File: src/core/scs_pkg.sv
/*
  Shared constants, state type and helper functions of the serial configuration sequencer.
  Assumes a 100 MHz system clock; all cycle counts below derive from that rate.
*/
package scs_pkg;
  // ---------------------------------------------------------------
  // Timing
  // ---------------------------------------------------------------
  localparam int CLK_KHZ = 100000;
  localparam int BOOT_KHZ = 2500;
  localparam int RATE1_KHZ = 4000;
  localparam int RATE2_KHZ = 10000;
  localparam int RATE3_KHZ = 25000;
  localparam int CLEAR_NS = 2000;
  localparam logic [15:0] CLEAR_CYC = 16'((CLEAR_NS * CLK_KHZ + 999999) / 1000000);

  // Half period of the generated clock in system cycles, never below one
  function automatic logic [7:0] half_cnt(input int khz);
    int h;
    h = CLK_KHZ / (2 * khz);
    half_cnt = (h < 1) ? 8'h01 : 8'(h);
  endfunction : half_cnt

  localparam logic [7:0] HALF_BOOT = half_cnt(BOOT_KHZ);

  // ---------------------------------------------------------------
  // Bitstream layout
  // ---------------------------------------------------------------
  localparam logic [15:0] LOAD_BITS = 16'h0400;
  localparam logic [15:0] RATE_POS = 16'h01DE;
  localparam logic [15:0] CRC_W = 16'h0010;
  localparam logic [15:0] CRC_POLY = 16'h8005;
  localparam logic [15:0] CRC_INIT = 16'h0000;

  // ---------------------------------------------------------------
  // Register map
  // ---------------------------------------------------------------
  localparam logic [11:0] ADDR_CTRL = 12'h000;
  localparam logic [11:0] ADDR_STAT = 12'h004;
  localparam logic [31:0] CTRL_RESET = 32'h0000_3321;
  localparam int F_DONE = 0;
  localparam int F_GTS = 4;
  localparam int F_GSR = 8;
  localparam int F_GWE = 12;
  localparam int F_SYNC = 16;
  localparam int F_DRIVE = 17;
  localparam int F_LOCK_EN = 18;
  localparam int F_LOCK_PH = 20;
  localparam int F_LOCK_MASK = 24;

  // ---------------------------------------------------------------
  // Start-up phases and states
  // ---------------------------------------------------------------
  localparam logic [2:0] PH_MIN = 3'h1;
  localparam logic [2:0] PH_MAX = 3'h6;
  localparam logic [2:0] PH_LAST = 3'h7;

  typedef enum logic [2:0] {
    ST_CLEAR, ST_WAIT_INIT, ST_LOAD, ST_CHECK, ST_ABORT, ST_LOCKED, ST_STARTUP, ST_USER
  } scs_state_t;

  // Keeps a programmed event phase inside C1..C6
  function automatic logic [2:0] clamp_ph(input logic [2:0] p);
    clamp_ph = (p < PH_MIN) ? PH_MIN : ((p > PH_MAX) ? PH_MAX : p);
  endfunction : clamp_ph
endpackage : scs_pkg

File: src/core/scs_ser_if.sv
/*
  Serial bit path between the clock unit, the CRC unit and the sequencer.
  Assumes all three parties run on the system clock.
*/
`timescale 1ns/100ps
interface scs_ser_if;
  logic rise;
  logic bit_v;
  logic crc_clr;
  logic crc_en;
  logic [15:0] crc;
  modport clk_mp (output rise, output bit_v);
  modport crc_mp (input rise, input bit_v, input crc_clr, input crc_en, output crc);
  modport ctl_mp (input rise, input bit_v, input crc, output crc_clr, output crc_en);
endinterface : scs_ser_if

File: src/core/scs_config_clock_unit.sv
/*
  Configuration clock unit: generates the clock in master mode, finds its edges in slave mode,
  and delivers the serial data bit with a one-cycle strobe per rising edge.
  Assumes i_cfg_clk and i_din come from outside the system clock domain.
*/
`timescale 1ns/100ps
module scs_config_clock_unit
  import scs_pkg::*;
(
  input wire logic i_clk_sys,
  input wire logic i_rst,
  input wire logic i_ce,
  input wire logic i_cfg_clk,
  input wire logic i_din,
  input wire logic i_master,
  input wire logic i_run,
  input wire logic [1:0] i_rate,
  output logic o_config_clock,
  scs_ser_if.clk_mp sif
);
  logic [2:0] ck_q, ck_d;
  logic [2:0] dn_q, dn_d;
  logic [7:0] cnt_q, cnt_d;
  logic config_clock_q, config_clock_d;
  logic rise_q, rise_d;
  logic [7:0] half;

  always_comb begin
    case (i_rate)
      2'h1: half = half_cnt(RATE1_KHZ);
      2'h2: half = half_cnt(RATE2_KHZ);
      2'h3: half = half_cnt(RATE3_KHZ);
      default: half = HALF_BOOT;
    endcase
    ck_d = {ck_q[1:0], i_cfg_clk};
    // Third data stage lines the bit up with the delayed slave edge
    dn_d = {dn_q[1:0], i_din};
    cnt_d = cnt_q;
    config_clock_d = config_clock_q;
    rise_d = 1'b0;
    if (i_master) begin
      if (!i_run) begin
        cnt_d = 8'h00;
        config_clock_d = 1'b0;
      end else if (cnt_q >= half - 8'h01) begin
        cnt_d = 8'h00;
        config_clock_d = !config_clock_q;
        rise_d = !config_clock_q;
      end else begin
        cnt_d = cnt_q + 8'h01;
      end
    end else begin
      config_clock_d = 1'b0;
      rise_d = ck_q[1] && !ck_q[2];
    end
  end

  always_ff @(posedge i_clk_sys or posedge i_rst) begin
    if (i_rst) begin
      ck_q <= 3'h0;
      dn_q <= 3'h0;
      cnt_q <= 8'h00;
      config_clock_q <= 1'b0;
      rise_q <= 1'b0;
    end else if (i_ce) begin
      ck_q <= ck_d;
      dn_q <= dn_d;
      cnt_q <= cnt_d;
      config_clock_q <= config_clock_d;
      rise_q <= rise_d;
    end
  end

  assign o_config_clock = config_clock_q;
  assign sif.rise = rise_q && i_ce;
  assign sif.bit_v = dn_q[2];
endmodule : scs_config_clock_unit

File: src/core/scs_crc_unit.sv
/*
  Serial CRC over the payload bits, one bit per strobe, first bit first.
  Assumes the sequencer clears it before a load and enables it only for payload bits.
*/
`timescale 1ns/100ps
module scs_crc_unit
  import scs_pkg::*;
(
  input wire logic i_clk_sys,
  input wire logic i_rst,
  input wire logic i_ce,
  scs_ser_if.crc_mp sif
);
  logic [15:0] crc_q, crc_d;

  always_comb begin
    crc_d = crc_q;
    if (sif.crc_clr) begin
      crc_d = CRC_INIT;
    end else if (sif.crc_en && sif.rise) begin
      crc_d = {crc_q[14:0], 1'b0} ^ ((crc_q[15] ^ sif.bit_v) ? CRC_POLY : 16'h0000);
    end
  end

  always_ff @(posedge i_clk_sys or posedge i_rst) begin
    if (i_rst) begin
      crc_q <= CRC_INIT;
    end else if (i_ce) begin
      crc_q <= crc_d;
    end
  end

  assign sif.crc = crc_q;
endmodule : scs_crc_unit

File: src/core/scs_top.sv
/*
  Serial configuration sequencer: clear phase, mode sampling, serial load with CRC check,
  eight-phase start-up and daisy-chain pass-through, with an APB register slave.
  Assumes pins are asynchronous to i_clk_sys and open-drain wires are resolved outside.
*/
// Design decisions made here: the register addresses and register access over APB.
`timescale 1ns/100ps
module scs_top
  import scs_pkg::*;
(
  input wire logic i_clk_sys,
  input wire logic i_rst,
  input wire logic i_ce,
  input wire logic i_prog_n,
  input wire logic i_init_n,
  output logic o_init_n,
  output logic o_init_n_oe,
  input wire logic [2:0] i_mode_select,
  input wire logic i_cfg_clk,
  output logic o_cfg_clk,
  output logic o_cfg_clk_oe,
  input wire logic i_din,
  output logic o_dout,
  input wire logic i_done,
  output logic o_done,
  output logic o_done_oe,
  input wire logic [1:0] i_dll_lock,
  output logic o_global_output_tristate,
  output logic o_global_flop_reset,
  output logic o_global_store_enable,
  input wire logic [11:0] paddr,
  input wire logic psel,
  input wire logic penable,
  input wire logic pwrite,
  input wire logic [31:0] pwdata,
  output logic [31:0] prdata,
  output logic pready,
  output logic pslverr
);
  // ---------------------------------------------------------------
  // Pin synchronisers
  // ---------------------------------------------------------------
  logic [7:0] sy1_q, sy2_q;
  logic prog_s, init_s, done_s;
  logic [2:0] mode_s;
  logic [1:0] lock_s;

  always_ff @(posedge i_clk_sys or posedge i_rst) begin
    if (i_rst) begin
      sy1_q <= 8'h00;
      sy2_q <= 8'h00;
    end else if (i_ce) begin
      sy1_q <= {i_prog_n, i_init_n, i_done, i_mode_select, i_dll_lock};
      sy2_q <= sy1_q;
    end
  end
  assign {prog_s, init_s, done_s, mode_s, lock_s} = sy2_q;

  // ---------------------------------------------------------------
  // Serial path
  // ---------------------------------------------------------------
  scs_ser_if sif ();
  logic master_q, master_d;
  logic [1:0] rate_q, rate_d;
  scs_state_t state_q, state_d;

  scs_config_clock_unit u_config_clock (
    .i_clk_sys(i_clk_sys),
    .i_rst(i_rst),
    .i_ce(i_ce),
    .i_cfg_clk(i_cfg_clk),
    .i_din(i_din),
    .i_master(master_q),
    .i_run(state_q inside {ST_LOAD, ST_CHECK, ST_STARTUP}),
    .i_rate(rate_q),
    .o_config_clock(o_cfg_clk),
    .sif(sif.clk_mp)
  );

  scs_crc_unit u_crc (
    .i_clk_sys(i_clk_sys),
    .i_rst(i_rst),
    .i_ce(i_ce),
    .sif(sif.crc_mp)
  );

  // ---------------------------------------------------------------
  // Register settings
  // ---------------------------------------------------------------
  logic [31:0] ctrl_q, ctrl_d;
  logic [2:0] done_ph, gts_ph, gsr_ph, gwe_ph, lock_ph;
  logic sync_opt, drive_opt, lock_en;
  logic [1:0] lock_mask;

  assign done_ph = clamp_ph(ctrl_q[F_DONE +: 3]);
  assign gts_ph = clamp_ph(ctrl_q[F_GTS +: 3]);
  assign gsr_ph = clamp_ph(ctrl_q[F_GSR +: 3]);
  assign gwe_ph = clamp_ph(ctrl_q[F_GWE +: 3]);
  assign sync_opt = ctrl_q[F_SYNC];
  assign drive_opt = ctrl_q[F_DRIVE];
  assign lock_en = ctrl_q[F_LOCK_EN];
  assign lock_ph = ctrl_q[F_LOCK_PH +: 3];
  assign lock_mask = ctrl_q[F_LOCK_MASK +: 2];

  // ---------------------------------------------------------------
  // Sequencer
  // ---------------------------------------------------------------
  logic [15:0] clr_cnt_q, clr_cnt_d, bit_cnt_q, bit_cnt_d, shift_q, shift_d;
  logic [2:0] mode_q, mode_d, phase_q, phase_d;
  logic crc_err_q, crc_err_d, done_q, done_d, gts_q, gts_d, gsr_q, gsr_d, gwe_q, gwe_d;
  logic seen_q, seen_d, dout_q, dout_d, init_oe_q, init_oe_d, init_out_q;
  logic done_oe_q, done_oe_d, config_clock_oe_q;
  logic lock_pause, wait_ext, hold;

  assign lock_pause = lock_en && (phase_q == lock_ph) && ((lock_s & lock_mask) != lock_mask);
  assign wait_ext = sync_opt && done_q && !seen_q;
  assign hold = lock_pause || wait_ext;

  always_comb begin
    state_d = state_q;
    clr_cnt_d = clr_cnt_q;
    bit_cnt_d = bit_cnt_q;
    shift_d = shift_q;
    mode_d = mode_q;
    master_d = master_q;
    rate_d = rate_q;
    phase_d = phase_q;
    crc_err_d = crc_err_q;
    done_d = done_q;
    gts_d = gts_q;
    gsr_d = gsr_q;
    gwe_d = gwe_q;
    seen_d = seen_q;
    dout_d = dout_q;
    sif.crc_clr = 1'b0;
    sif.crc_en = 1'b0;
    if (!prog_s) begin
      state_d = ST_CLEAR;
      clr_cnt_d = 16'h0000;
      done_d = 1'b0;
      gts_d = 1'b1;
      gsr_d = 1'b1;
      gwe_d = 1'b0;
      crc_err_d = 1'b0;
      master_d = 1'b0;
    end else begin
      case (state_q)
        ST_CLEAR: begin
          if (clr_cnt_q >= CLEAR_CYC - 16'h0001) begin
            state_d = ST_WAIT_INIT;
          end else begin
            clr_cnt_d = clr_cnt_q + 16'h0001;
          end
        end
        ST_WAIT_INIT: begin
          sif.crc_clr = 1'b1;
          bit_cnt_d = 16'h0000;
          rate_d = 2'h0;
          if (init_s) begin
            mode_d = mode_s;
            if (mode_s[1:0] == 2'b11) begin
              state_d = ST_LOAD;
            end else if (mode_s[1:0] == 2'b00) begin
              master_d = 1'b1;
              state_d = ST_LOAD;
            end else begin
              state_d = ST_LOCKED;
            end
          end
        end
        ST_LOAD: begin
          if (sif.rise) begin
            sif.crc_en = bit_cnt_q < LOAD_BITS;
            shift_d = {shift_q[14:0], sif.bit_v};
            bit_cnt_d = bit_cnt_q + 16'h0001;
            if (bit_cnt_q == RATE_POS + 16'h0001) begin
              rate_d = {shift_q[0], sif.bit_v};
            end
            if (bit_cnt_q == LOAD_BITS + CRC_W - 16'h0001) begin
              state_d = ST_CHECK;
            end
          end
        end
        ST_CHECK: begin
          if (shift_q == sif.crc) begin
            state_d = ST_STARTUP;
            phase_d = 3'h0;
            seen_d = 1'b0;
          end else begin
            crc_err_d = 1'b1;
            state_d = ST_ABORT;
          end
        end
        ST_STARTUP: begin
          if (sif.rise) begin
            dout_d = sif.bit_v;
            if (sync_opt && done_q && done_s) begin
              seen_d = 1'b1;
            end
            if (sync_opt && seen_q) begin
              gts_d = 1'b0;
              gsr_d = 1'b0;
              gwe_d = 1'b1;
            end
            if (!hold) begin
              phase_d = phase_q + 3'h1;
              if (phase_d == done_ph) begin
                done_d = 1'b1;
              end
              if (!sync_opt && phase_d == gts_ph) begin
                gts_d = 1'b0;
              end
              if (!sync_opt && phase_d == gsr_ph) begin
                gsr_d = 1'b0;
              end
              if (!sync_opt && phase_d == gwe_ph) begin
                gwe_d = 1'b1;
              end
              if (phase_q == PH_LAST) begin
                state_d = ST_USER;
              end
            end
          end
        end
        ST_USER: begin
          if (sif.rise) begin
            dout_d = sif.bit_v;
          end
        end
        default: begin
          state_d = state_q;
        end
      endcase
    end
    init_oe_d = (state_d == ST_CLEAR) || (state_d == ST_ABORT);
    done_oe_d = !done_d || drive_opt;
  end

  always_ff @(posedge i_clk_sys or posedge i_rst) begin
    if (i_rst) begin
      state_q <= ST_CLEAR;
      clr_cnt_q <= 16'h0000;
      bit_cnt_q <= 16'h0000;
      shift_q <= 16'h0000;
      mode_q <= 3'h7;
      master_q <= 1'b0;
      rate_q <= 2'h0;
      phase_q <= 3'h0;
      crc_err_q <= 1'b0;
      done_q <= 1'b0;
      gts_q <= 1'b1;
      gsr_q <= 1'b1;
      gwe_q <= 1'b0;
      seen_q <= 1'b0;
      dout_q <= 1'b0;
      init_oe_q <= 1'b1;
      init_out_q <= 1'b0;
      done_oe_q <= 1'b1;
      config_clock_oe_q <= 1'b0;
    end else if (i_ce) begin
      state_q <= state_d;
      clr_cnt_q <= clr_cnt_d;
      bit_cnt_q <= bit_cnt_d;
      shift_q <= shift_d;
      mode_q <= mode_d;
      master_q <= master_d;
      rate_q <= rate_d;
      phase_q <= phase_d;
      crc_err_q <= crc_err_d;
      done_q <= done_d;
      gts_q <= gts_d;
      gsr_q <= gsr_d;
      gwe_q <= gwe_d;
      seen_q <= seen_d;
      dout_q <= dout_d;
      init_oe_q <= init_oe_d;
      init_out_q <= !init_oe_d;
      done_oe_q <= done_oe_d;
      config_clock_oe_q <= master_d;
    end
  end

  assign o_init_n = init_out_q;
  assign o_init_n_oe = init_oe_q;
  assign o_cfg_clk_oe = config_clock_oe_q;
  assign o_dout = dout_q;
  assign o_done = done_q;
  assign o_done_oe = done_oe_q;
  assign o_global_output_tristate = gts_q;
  assign o_global_flop_reset = gsr_q;
  assign o_global_store_enable = gwe_q;

  // ---------------------------------------------------------------
  // APB slave
  // ---------------------------------------------------------------
  // Zero-wait slave: pready rises in the first access cycle
  logic [31:0] prdata_q, prdata_d;
  logic pready_q, pready_d, pslverr_q, pslverr_d, hit;

  always_comb begin
    ctrl_d = ctrl_q;
    prdata_d = prdata_q;
    pready_d = psel && !penable;
    pslverr_d = 1'b0;
    hit = (paddr == ADDR_CTRL) || (paddr == ADDR_STAT);
    if (psel && !penable) begin
      pslverr_d = !hit;
      prdata_d = 32'h0000_0000;
      if (!pwrite && paddr == ADDR_CTRL) begin
        prdata_d = ctrl_q;
      end else if (!pwrite && paddr == ADDR_STAT) begin
        prdata_d = {14'h0000, rate_q, 1'b0, phase_q, 3'h0, crc_err_q, 1'b0, mode_q, 1'b0, 3'(state_q)};
      end
    end
    if (psel && penable && pready_q && pwrite && paddr == ADDR_CTRL) begin
      ctrl_d = pwdata;
    end
  end

  always_ff @(posedge i_clk_sys or posedge i_rst) begin
    if (i_rst) begin
      ctrl_q <= CTRL_RESET;
      prdata_q <= 32'h0000_0000;
      pready_q <= 1'b0;
      pslverr_q <= 1'b0;
    end else if (i_ce) begin
      ctrl_q <= ctrl_d;
      prdata_q <= prdata_d;
      pready_q <= pready_d;
      pslverr_q <= pslverr_d;
    end
  end

  assign prdata = prdata_q;
  assign pready = pready_q;
  assign pslverr = pslverr_q;
endmodule : scs_top

File: config.mk
export PLATFORM = sky130hd
export DESIGN_NAME = scs_top
export DESIGN_NICKNAME = d
export VERILOG_FILES = /design/src/core/scs_pkg.sv /design/src/core/scs_ser_if.sv /design/src/core/scs_config_clock_unit.sv /design/src/core/scs_crc_unit.sv /design/src/core/scs_top.sv
export SDC_FILE = /design/constraint.sdc
export NUM_CORES = 1
export LEC_CHECK = 0
export ABC_AREA = 1
export BUFFER_PORTS_ARGS = -buffer_cell sky130_fd_sc_hd__buf_4
export CAP_MARGIN = 20
export CORE_ASPECT_RATIO = 1.1
export CORE_UTILIZATION = 25
export DETAILED_ROUTE_END_ITERATION = 6
export MAX_ROUTING_LAYER = met4
export PLACE_DENSITY = 0.48
export SLEW_MARGIN = 20
export SYNTH_ARGS = -nofsm -noshare
export SYNTH_HDL_FRONTEND = slang
export SYNTH_SLANG_ARGS = --single-unit
File: constraint.sdc
create_clock -name i_clk_sys -period 7.3 [get_ports i_clk_sys]
set_input_delay 1.46 -clock i_clk_sys [delete_from_list [all_inputs] [get_ports i_clk_sys]]
set_output_delay 1.46 -clock i_clk_sys [all_outputs]
set_load 0.02 [all_outputs]
==> results of run 1 <==
[flip-flops by register name (all words and copies together), names as in the netlist, 2 cells and up]
register	count
u_config_clock.ck_q	3
sy1_q	8
u_crc.sif.crc	16
u_config_clock.cnt_q	8
phase_q	3
u_config_clock.dn_q	3
state_q	3
mode_q	3
shift_q	16
ctrl_q	32
bit_cnt_q	16
prdata	32
rate_q	2
sy2_q	8
clr_cnt_q	16
[metrics by stage]
stage	utilization [%]	instance area [um2]	total power, W	std cells	hold slack (ns)
2_1_floorplan	-	8930	0.00131	1127	0.437
3_3_place_gp	28.9	10100	0.00139	1641	0.456
3_5_place_dp	28.9	10100	0.00140	1641	0.459
4_1_cts	30.8	10800	0.00247	1673	0.477
5_1_grt	30.8	10800	0.00255	1673	0.497
6_report	30.8	10800	0.00243	1673	0.474
[metal layers]
layer	GRT usage [%]	routed length, um	up-vias	share of wire (%)
li1	-	-	3773	-
met1	17.0	10900	3364	48
met2	21.0	10600	116	47
met3	3.22	963	18	4.3
met4	3.69	266	0	1.2
met5	-	0	-	0
[worst max-delay path: stages]
cell and delay [ns]:
buf_4 0.39, nand2_1 0.32, nor2_2 0.21, nand2_2 0.36, inv_2 0.22, nand3_2 0.10
nand2_2 0.38, nand3_1 0.13, o21ai_0 0.10
[layout by cell type (no fill, tap or decap), drive strengths merged]
master,n
a211oi,1
a21boi,1
a21oi,56
a22oi,3
a31oi,2
and2,1
and3,1
buf,107
bufinv,4
clkbuf,17
clkinv,5
conb,1
dfrtp,171
dfstp,13
ha,13
inv,158
nand2,313
nand3,60
nand4,18
nor2,125
nor3,19
nor3b,3
nor4,1
o211a,1
o21a,2
o21ai,86
o22ai,12
o31ai,21
or2,2
xnor2,6
xor2,6
[where the power goes]
| group | internal [W] | total (W) | switching (W) |
|---|---|---|---|
| registers | 0.00109 | 0.00114 | 0.0000537 |
| clock network | 0.000597 | 0.00106 | 0.000464 |
| logic | 0.0000894 | 0.000234 | 0.000144 |
[cell type report]
class,count,area share [%]
Timing Repair Buffer,107,7.43
Clock inverter,15,2.32
Sequential cell,184,42.7
Multi-Input combinational cell,754,33.1
Clock buffer,17,3.93
Tap cell,444,5.14
Inverter,152,5.34
[worst max path at each step]
| stage | from | end | slack [ns] | cells after the start |
|---|---|---|---|---|
| after global routing | i_ce | u_crc.sif.crc[6] | 3.54 | 9 |
| after detailed placement | i_ce | u_crc.sif.crc[12] | 3.38 | 9 |
| final | i_ce | u_crc.sif.crc[12] | 3.91 | 9 |
| after floorplan | i_rst | bit_cnt_q[0] | 0.86 | 1 |
| after global placement | i_ce | u_crc.sif.crc[3] | 3.49 | 9 |
| after CTS | i_ce | u_crc.sif.crc[12] | 3.85 | 9 |
[cells by family after synthesis]
group | Yosys count | share of synthesized area, %
AND/OR/NAND/NOR | 543 | 25.6
buffers and inverters | 189 | 8.22
AO/OA/AOI/OAI | 185 | 11.4
flip-flops | 184 | 51.7
adder cells (fa/ha/maj) | 13 | 1.82
XOR/XNOR | 12 | 1.18
other | 1 | 0.0420
==> reports/metrics.cfg, run 1 <==
[status]
status=completed

[detailed_routing]
drtAntennaViolNets=0
wl_per_cell_um=13.5
drtIter0Drc=311
vias=7271
via_per_inst=4.35
drc=0
firstDrtPassIters=4
wl_um=22700

[setup_path]
reg2regPathDepth=9
cp-start-kind=primary input
crit_path_end_kind=register
reg2reg_from=state_q[2]
critPathKind=in -> reg
worstPathMaxFanout=45
worst_r2r_endpoint=u_crc.sif.crc[12]
ff2ff_setup_slack_ns=4.94
crit_required_ns=7.65
cp_data_arrival_time_ns=3.75

[cts]
clk_latency_ns=0.45
path_clk_slew_ns=0.07
cts_htree_levels=4
post-cts-setup-buffers=0
cts_sinks=184
cts_resized=0
cts_buffers=17
root_buffer=clkbuf_16
clock_path_buffers=2
cts_hold_buf=0
cts_tree=yes

[synthesis]
synth_cell_type_count=42
yosys-top-cells-count=nand2_1, dfrtp_1, inv_1
synth_ff_type=dfrtp_1
avgSynthCellArea_um2=7.93
synth_top_area_share_pct=47.9
ys_seq_elements=184
synth_top_area_cell=dfrtp_1
ys_warn_count=0
synth_area_leaders=dfrtp_1, nand2_1, inv_1
synthArstFlopShare_pct=100
synthCells=1127
syn_nets=1200
synth_edf_count=0
yosysMostFrequentCell=nand2_1
syn_area_mm2=0.00893
ys_seq_area_share_pct=51.7

[pwr]
p_per_area_mw_per_mm2=225
p_leak_nw=5.37
ir_worst_vdd_v=0.000108

[timing]
min_period_ns=3.39
finClkSkew_ns=0.0145
rsz0062_at_grt=no
max_slew_margin_pct=38.0
fin_ws_ns=3.91
timing.final.crit_share_pct=46.5
clock.fmax_mhz=295
hold_viol_final=0
setup_viol=0
tightest_slew_ns=0.928
maxSlewViolCount=0
setup_tns_ns=0

[floorplanning]
design.die.area_mm2=0.0365
die_width_um=182
num_rows=72
ioPinCount=104
initial_core_util_pct=25.4
die_h_um=200
core_area_mm2=0.0351

[place]
pre_cts_ws_ns=3.38
gp_congestion=0.795
dpl.hpwl_um=16000
numPortBuffers=103

[worst_hold_path]
hold_class=reg -> reg
min_to=sy1_q[1]
hold_start=sy1_q[1]
holdPathStages=2

[cells_and_area]
final_nets=1289
regArea_mm2=0.00462
drive_above_1_share_pct=14.6
diodes=0
fill_cells=3800
multi_input_area_mm2=0.00358
syn_to_final_growth_pct=21.1

[grt]
antenna_found_initial=0
grt_overflow=0
grt_pass1_wl_um=37600
grt_pass1_vias=7269
grt_max_degree=127
gr-usage-all-layers_pct=13.3

[run]
max-cap-violations=0

Power figures use the tool's default switching activity.
==> inputs of run 2 (changes only) <==
==> constraint.sdc (replaced) <==
create_clock -name i_clk_sys -period 3.4 [get_ports i_clk_sys]
set_input_delay 0.68 -clock i_clk_sys [delete_from_list [all_inputs] [get_ports i_clk_sys]]
set_output_delay 0.68 -clock i_clk_sys [all_outputs]
set_load 0.02 [all_outputs]
==> run 2 against run 1 <==
  * Register-to-register slack worse by 3.6 ns
  * First-iteration DRC count grew 15%
  * Non-clock buffer count grew 5
  * Final area about the same
  * Sequential power is 110% higher
  * Global-route usage increased by 0.056 points
  * Largest cell class unchanged
  * Clock power grew 97%
==> reports/metrics.cfg, run 2 (synthesis results as in run 1) <==
[status]
status=completed

[timing]
rsz0062_at_grt=no
hold_viol_final=0  ; unchanged
finClkSkew_ns=0.0114  ; -0.00312 ns
fin_ws_ns=1.34  ; -2.57 ns
clock.fmax_mhz=486
setup_tns_ns=0  ; unchanged
holdWs_ns=0.383  ; -0.0904 ns
maxSlewViolCount=0  ; unchanged
min_period_ns=2.06
setup_viol=0  ; unchanged
tightest_slew_ns=0.905  ; -0.0233 ns
max_slew_margin_pct=39.6  ; +1.6 points
timing.final.crit_share_pct=60.5

[setup_path]
reg2regPathDepth=9  ; unchanged
reg2reg_from=state_q[2]
critPathSlowestCell=dfrtp_1
ff2ff_setup_slack_ns=1.34  ; -3.60 ns
slowest_delay_ns=0.49  ; +0.10 ns
crit_path_end_kind=register
cp-start-kind=register
worst_r2r_endpoint=u_crc.sif.crc[1]
cp_data_arrival_time_ns=2.40  ; -1.35 ns
worstPathMaxFanout=31  ; -31%
path_cells=nor2_4, nand2_1, nor2_2, nand2_2, inv_2, nand3_2, nand2_2, nand3_1, o21ai_0
crit_required_ns=3.74  ; -3.91 ns
crit_path_frequent_cell=nand2_2
critical_path.startpoint=state_q[2]
critPathKind=reg -> reg
crit_end=u_crc.sif.crc[1]

[cts]
cts_htree_levels=4  ; unchanged
cts_hold_buf=0  ; unchanged
cts_tree=yes
path_clk_slew_ns=0.07  ; about the same
cts_buffers=17  ; unchanged
cts_resized=0  ; unchanged
post-cts-setup-buffers=0  ; unchanged
root_buffer=clkbuf_16
clock_path_buffers=2  ; unchanged
cts_sinks=184  ; unchanged
clk_latency_ns=0.44  ; about the same

[cells_and_area]
final_common_cell=nand2_1
multi_input_area_mm2=0.00358  ; unchanged
regArea_mm2=0.00462  ; unchanged
diodes=0  ; unchanged
final_nets=1294  ; +0.39%
syn_to_final_growth_pct=21.0  ; about the same
drive_above_1_share_pct=14.8  ; +0.18 points
fill_cells=3785  ; -0.39%
final_cell_mix=nand2_1, dfrtp_1, inv_1

[pwr]
p_per_area_mw_per_mm2=466  ; +110%
p_leak_nw=5.36  ; -0.22%
ir_worst_vdd_v=0.000323  ; +200%

[grt]
antenna_found_initial=0  ; unchanged
grt_util_met1_pct=16.9  ; -0.087 points
grt_max_degree=98  ; -23%
grt_use_met3_pct=3.65  ; +0.44 points
grt_pass1_wl_um=37800  ; +0.50%
grt-busiest-layer=met2
gr-usage-all-layers_pct=13.4  ; +0.056 points
use_met2_pct=20.8  ; -0.18 points
grt_pass1_vias=7264  ; -0.069%
grt_overflow=0  ; unchanged

[detailed_routing]
drc=0  ; unchanged
firstDrtPassIters=4  ; unchanged
via_per_inst=4.37  ; +0.51%
wl_per_cell_um=13.5  ; -0.39%
wl_um=22600  ; about the same
drtIter0Drc=359  ; +15%
drtAntennaViolNets=0  ; unchanged
vias=7330  ; +0.81%

[floorplanning]
die_h_um=200  ; unchanged
core_area_mm2=0.0351  ; unchanged
die_width_um=182  ; unchanged
initial_core_util_pct=25.4  ; unchanged
ioPinCount=104  ; unchanged
design.die.area_mm2=0.0365  ; unchanged
num_rows=72  ; unchanged

[place]
pre_cts_ws_ns=0.836  ; -2.54 ns
numPortBuffers=103  ; unchanged
dpl.hpwl_um=16200  ; +1.2%
gp_congestion=0.808  ; +1.6%

[worst_hold_path]
hold_class=in -> async

[run]
max-cap-violations=0  ; unchanged

run 2: cell count changes in the layout (fill, tap and decap cells not counted), moves of 3 or more:
cell        previous run  this run
clkinv_8               3         0
inv_8                  6         0
buf_4                107       110
clkinvlp_4             0         3
clkinv_4               1         4
run 2: worst min-delay path by stage:
stage	cells after the start	endpoint	slack [ns]	startpoint
floorplan	2	sy2_q[1]	0.44	sy2_q[1]
detailed placement	2	u_config_clock.dn_q[1]	0.46	u_config_clock.dn_q[1]
CTS	3	sy1_q[1]	0.42	i_dll_lock[1]
finish	3	u_config_clock.cnt_q[4]	0.38	i_rst
global route	3	sy1_q[4]	0.43	i_mode_select[2]
global placement	2	u_config_clock.dn_q[1]	0.45	u_config_clock.dn_q[1]
run 2: area by class of cell:
type                       instances  share of cell area, %
clock buffer                      20                   4.13
clock inverter                    12                   1.54
inverter                         152                   5.31
multi-input combinational        754                   33.1
sequential                       184                   42.7
tap                              444                   5.14
timing repair buffer             112                   8.01
run 2: worst max-delay path: cells and delay by family, from the launching register on:
kind	cells	cell delay, ns
buf+inv	1	0.14
simple gates	7	1.21
compound gates	1	0.11
flops	1	0.49
run 2: report_power, final:
part	total [W]	leakage (nW)	switching (W)	internal [W]
sequential	0.00245	2.23	0.000113	0.00233
combinational	0.000506	2.83	0.000309	0.000197
clock	0.00209	0.292	0.000899	0.00119
run 2: layer usage:
layer  vias to the layer above  share of wire (%)  wire length [um]
met3                        19                5.0              1120
li1                       3792                  -                 -
met4                         0                1.3               298
met2                       114                 47             10700
met1                      3405                 47             10500
met5                         -                  0                 0
run 2: through the flow:
stage	utilization [%]	std cells	power, W	instance area [um2]
floorplan	-	1127	0.00281	8940
global placement	29.0	1646	0.00300	10200
detailed placement	29.0	1646	0.00300	10200
CTS	30.8	1678	0.00512	10800
global route	30.8	1678	0.00531	10800
finish	30.8	1678	0.00504	10800
==> inputs of run 3 (changes only) <==
==> constraint.sdc (replaced) <==
create_clock -name i_clk_sys -period 2.1 [get_ports i_clk_sys]
set_input_delay 0.42 -clock i_clk_sys [delete_from_list [all_inputs] [get_ports i_clk_sys]]
set_output_delay 0.42 -clock i_clk_sys [all_outputs]
set_load 0.02 [all_outputs]
==> run 3 against run 2 <==
  * Utilization up 0.78 points
  * Die area unchanged
  * Count of clock-buffer cells in the layout fell by 1
  * Sequential power grew 61%
  * Critical path depth down 1
  * Routed wire length increased by 3.8%
  * Global-route usage grew 0.46 points
  * Via count is 2.1% higher
  * Critical path type unchanged
  * Worst hold slack got worse by 0.37 ns
==> reports/metrics.cfg, run 3 (synthesis results as in run 1) <==
[timing]
fin_ws_ns=0.241  ; -1.10 ns
finClkSkew_ns=0.0101  ; -0.00129 ns
min_period_ns=1.86  ; -0.199 ns
maxSlewViolCount=0  ; unchanged
timing.final.crit_share_pct=88.5  ; +28 points
setup_viol=0  ; unchanged
hold_viol_final=0  ; unchanged
rsz0062_at_grt=no
clock.fmax_mhz=538  ; +11%

[pwr]
p_per_area_mw_per_mm2=759  ; +63%
p_clk_share_pct=42.6  ; +1.2 points
p_comb_share_pct=10.4  ; +0.4 points
intPower_w=0.00626  ; +68%
p_sw_w=0.00216  ; +63%
p_leak_nw=5.51  ; +2.9%
power_w=0.00842  ; +67%
sw_frac_of_total_pct=25.6  ; -0.59 points
p_seq_share_pct=47.0  ; -1.5 points
ir_worst_vdd_v=0.000480  ; +49%

[cts]
cts_tree=yes
path_clk_slew_ns=0.07  ; about the same
cts_sinks=184  ; unchanged
cts_buffers=17  ; unchanged
root_buffer=clkbuf_16
clk_latency_ns=0.44  ; about the same
clock_path_buffers=2  ; unchanged
cts_htree_levels=4  ; unchanged

[place]
dpl.hpwl_um=17500  ; +7.8%
numPortBuffers=103  ; unchanged
pre_cts_ws_ns=0.219  ; -0.617 ns
place_inst=1669  ; +1.4%
gp_congestion=0.845  ; +4.5%
place_area_mm2=0.0104  ; +2.3%

[floorplanning]
core_area_mm2=0.0351  ; unchanged
num_rows=72  ; unchanged
initial_core_util_pct=25.4  ; unchanged
design.die.area_mm2=0.0365  ; unchanged
die_h_um=200  ; unchanged
ioPinCount=104  ; unchanged
die_width_um=182  ; unchanged

[cells_and_area]
drive_above_1_share_pct=16.5  ; +1.6 points
fill_cells=3769  ; -0.42%
final_nets=1317  ; +1.8%
final_cell_mix=nand2_1, dfrtp_1, inv_1
syn_to_final_growth_pct=24.1
fin_cells=1701  ; +1.4%
final_common_cell=nand2_1
diodes=0  ; unchanged
final_area_mm2=0.0111  ; +2.5%
final_core_util_pct=31.6  ; +0.78 points

[detailed_routing]
drc=0  ; unchanged
wl_um=23500  ; +3.8%
firstDrtPassIters=4  ; unchanged
via_per_inst=4.40  ; +0.75%
drtAntennaViolNets=0  ; unchanged
drtIter0Drc=344  ; -4.2%
vias=7486  ; +2.1%
wl_per_cell_um=13.8  ; +2.4%

[grt]
grt_max_degree=65  ; -34%
grt_overflow=0  ; unchanged
gr-usage-all-layers_pct=13.8  ; +0.46 points
grt_pass1_wl_um=39100  ; +3.5%
antenna_found_initial=0  ; unchanged
grt_pass1_vias=7468  ; +2.8%

[setup_path]
crit_required_ns=2.46  ; -1.28 ns
worstPathMaxFanout=6  ; -81%
crit_path_end_kind=register
cp_data_arrival_time_ns=2.22  ; -0.18 ns
cp-start-kind=register
critPathKind=reg -> reg

[run]
max-cap-violations=0  ; unchanged

[status]
status=completed

[worst_hold_path]
hold_class=in -> async

## run 3: changes by cell type in the layout (fill, tap and decap cells not counted), sizes merged
| cell | delta |
|---|---|
| clkbuf | -1 |
| inv | +2 |
| clkinv | -3 |
| buf | +23 |
| bufinv | +2 |
## run 3: per-stage QoR
stage | TNS, ns | hold WS [ns]
floorplan | -116.33 | 0.437
global placement | 0 | 0.456
detailed placement | 0 | 0.460
CTS | 0 | 0.0186
global route | 0 | 0.0363
finish | 0 | 0.0160
## run 3: layout make-up
type / instances / area (um2) / share of cell area [%]
Multi-Input combinational cell: 754 / 3590 / 32.4
Clock buffer: 19 / 433 / 3.90
Tap cell: 444 / 556 / 5.01
Sequential cell: 184 / 4620 / 41.7
Clock inverter: 13 / 214 / 1.93
Inverter: 152 / 574 / 5.18
Timing Repair Buffer: 135 / 1100 / 9.93
## run 3: power by group through the flow
stage                     registers [W]  logic [W]  clock network [W]
after floorplan                 0.00399   0.000554                  0
after global placement          0.00402   0.000880                  0
after CTS                       0.00396   0.000897            0.00369
after detailed placement        0.00402   0.000891                  0
after global routing            0.00399    0.00102            0.00383
final                           0.00395   0.000876            0.00359
## run 3: what timing repair did
action                                  CTS  global route
endpoints found under the setup margin    0             1
hold buffers                              0             0
setup buffers                             0             0
gates resized for setup                   0             1
## run 3: worst paths after layout
kind | endpoint | startpoint | slack (ns) | depth (start not counted)
setup reg to reg | u_config_clock.o_config_clock | rate_q[1] | 0.24 | 8
hold / removal | bit_cnt_q[13] | i_rst | 0.02 | 2
hold reg to reg | sy1_q[0] | sy1_q[0] | 0.47 | 2
max in group asynchronous | prdata[12] | i_rst | 1.34 | 4
min in group i_clk_sys | sy1_q[4] | i_mode_select[2] | 0.17 | 3
setup / recovery | u_config_clock.o_config_clock | rate_q[1] | 0.24 | 8
## run 3: worst max-delay path, stage by stage, from the launching register on
cell      delay, ns
dfrtp_1        0.41
inv_1          0.14
nand2_1        0.10
ha_1           0.19
a211oi_1       0.41
nand3_2        0.22
o21ai_0        0.19
nand2_1        0.06
o21ai_0        0.06
## run 3: metal layers
| metal | wire (um) | vias to the layer above | global-route usage, % | part of all wire, % |
|---|---|---|---|---|
| li1 | - | 3849 | - | - |
| met1 | 10900 | 3509 | 17.1 | 46 |
| met2 | 11200 | 109 | 22.2 | 48 |
| met3 | 1000 | 19 | 3.18 | 4.3 |
| met4 | 402 | 0 | 4.56 | 1.7 |
| met5 | 0 | - | - | 0 |
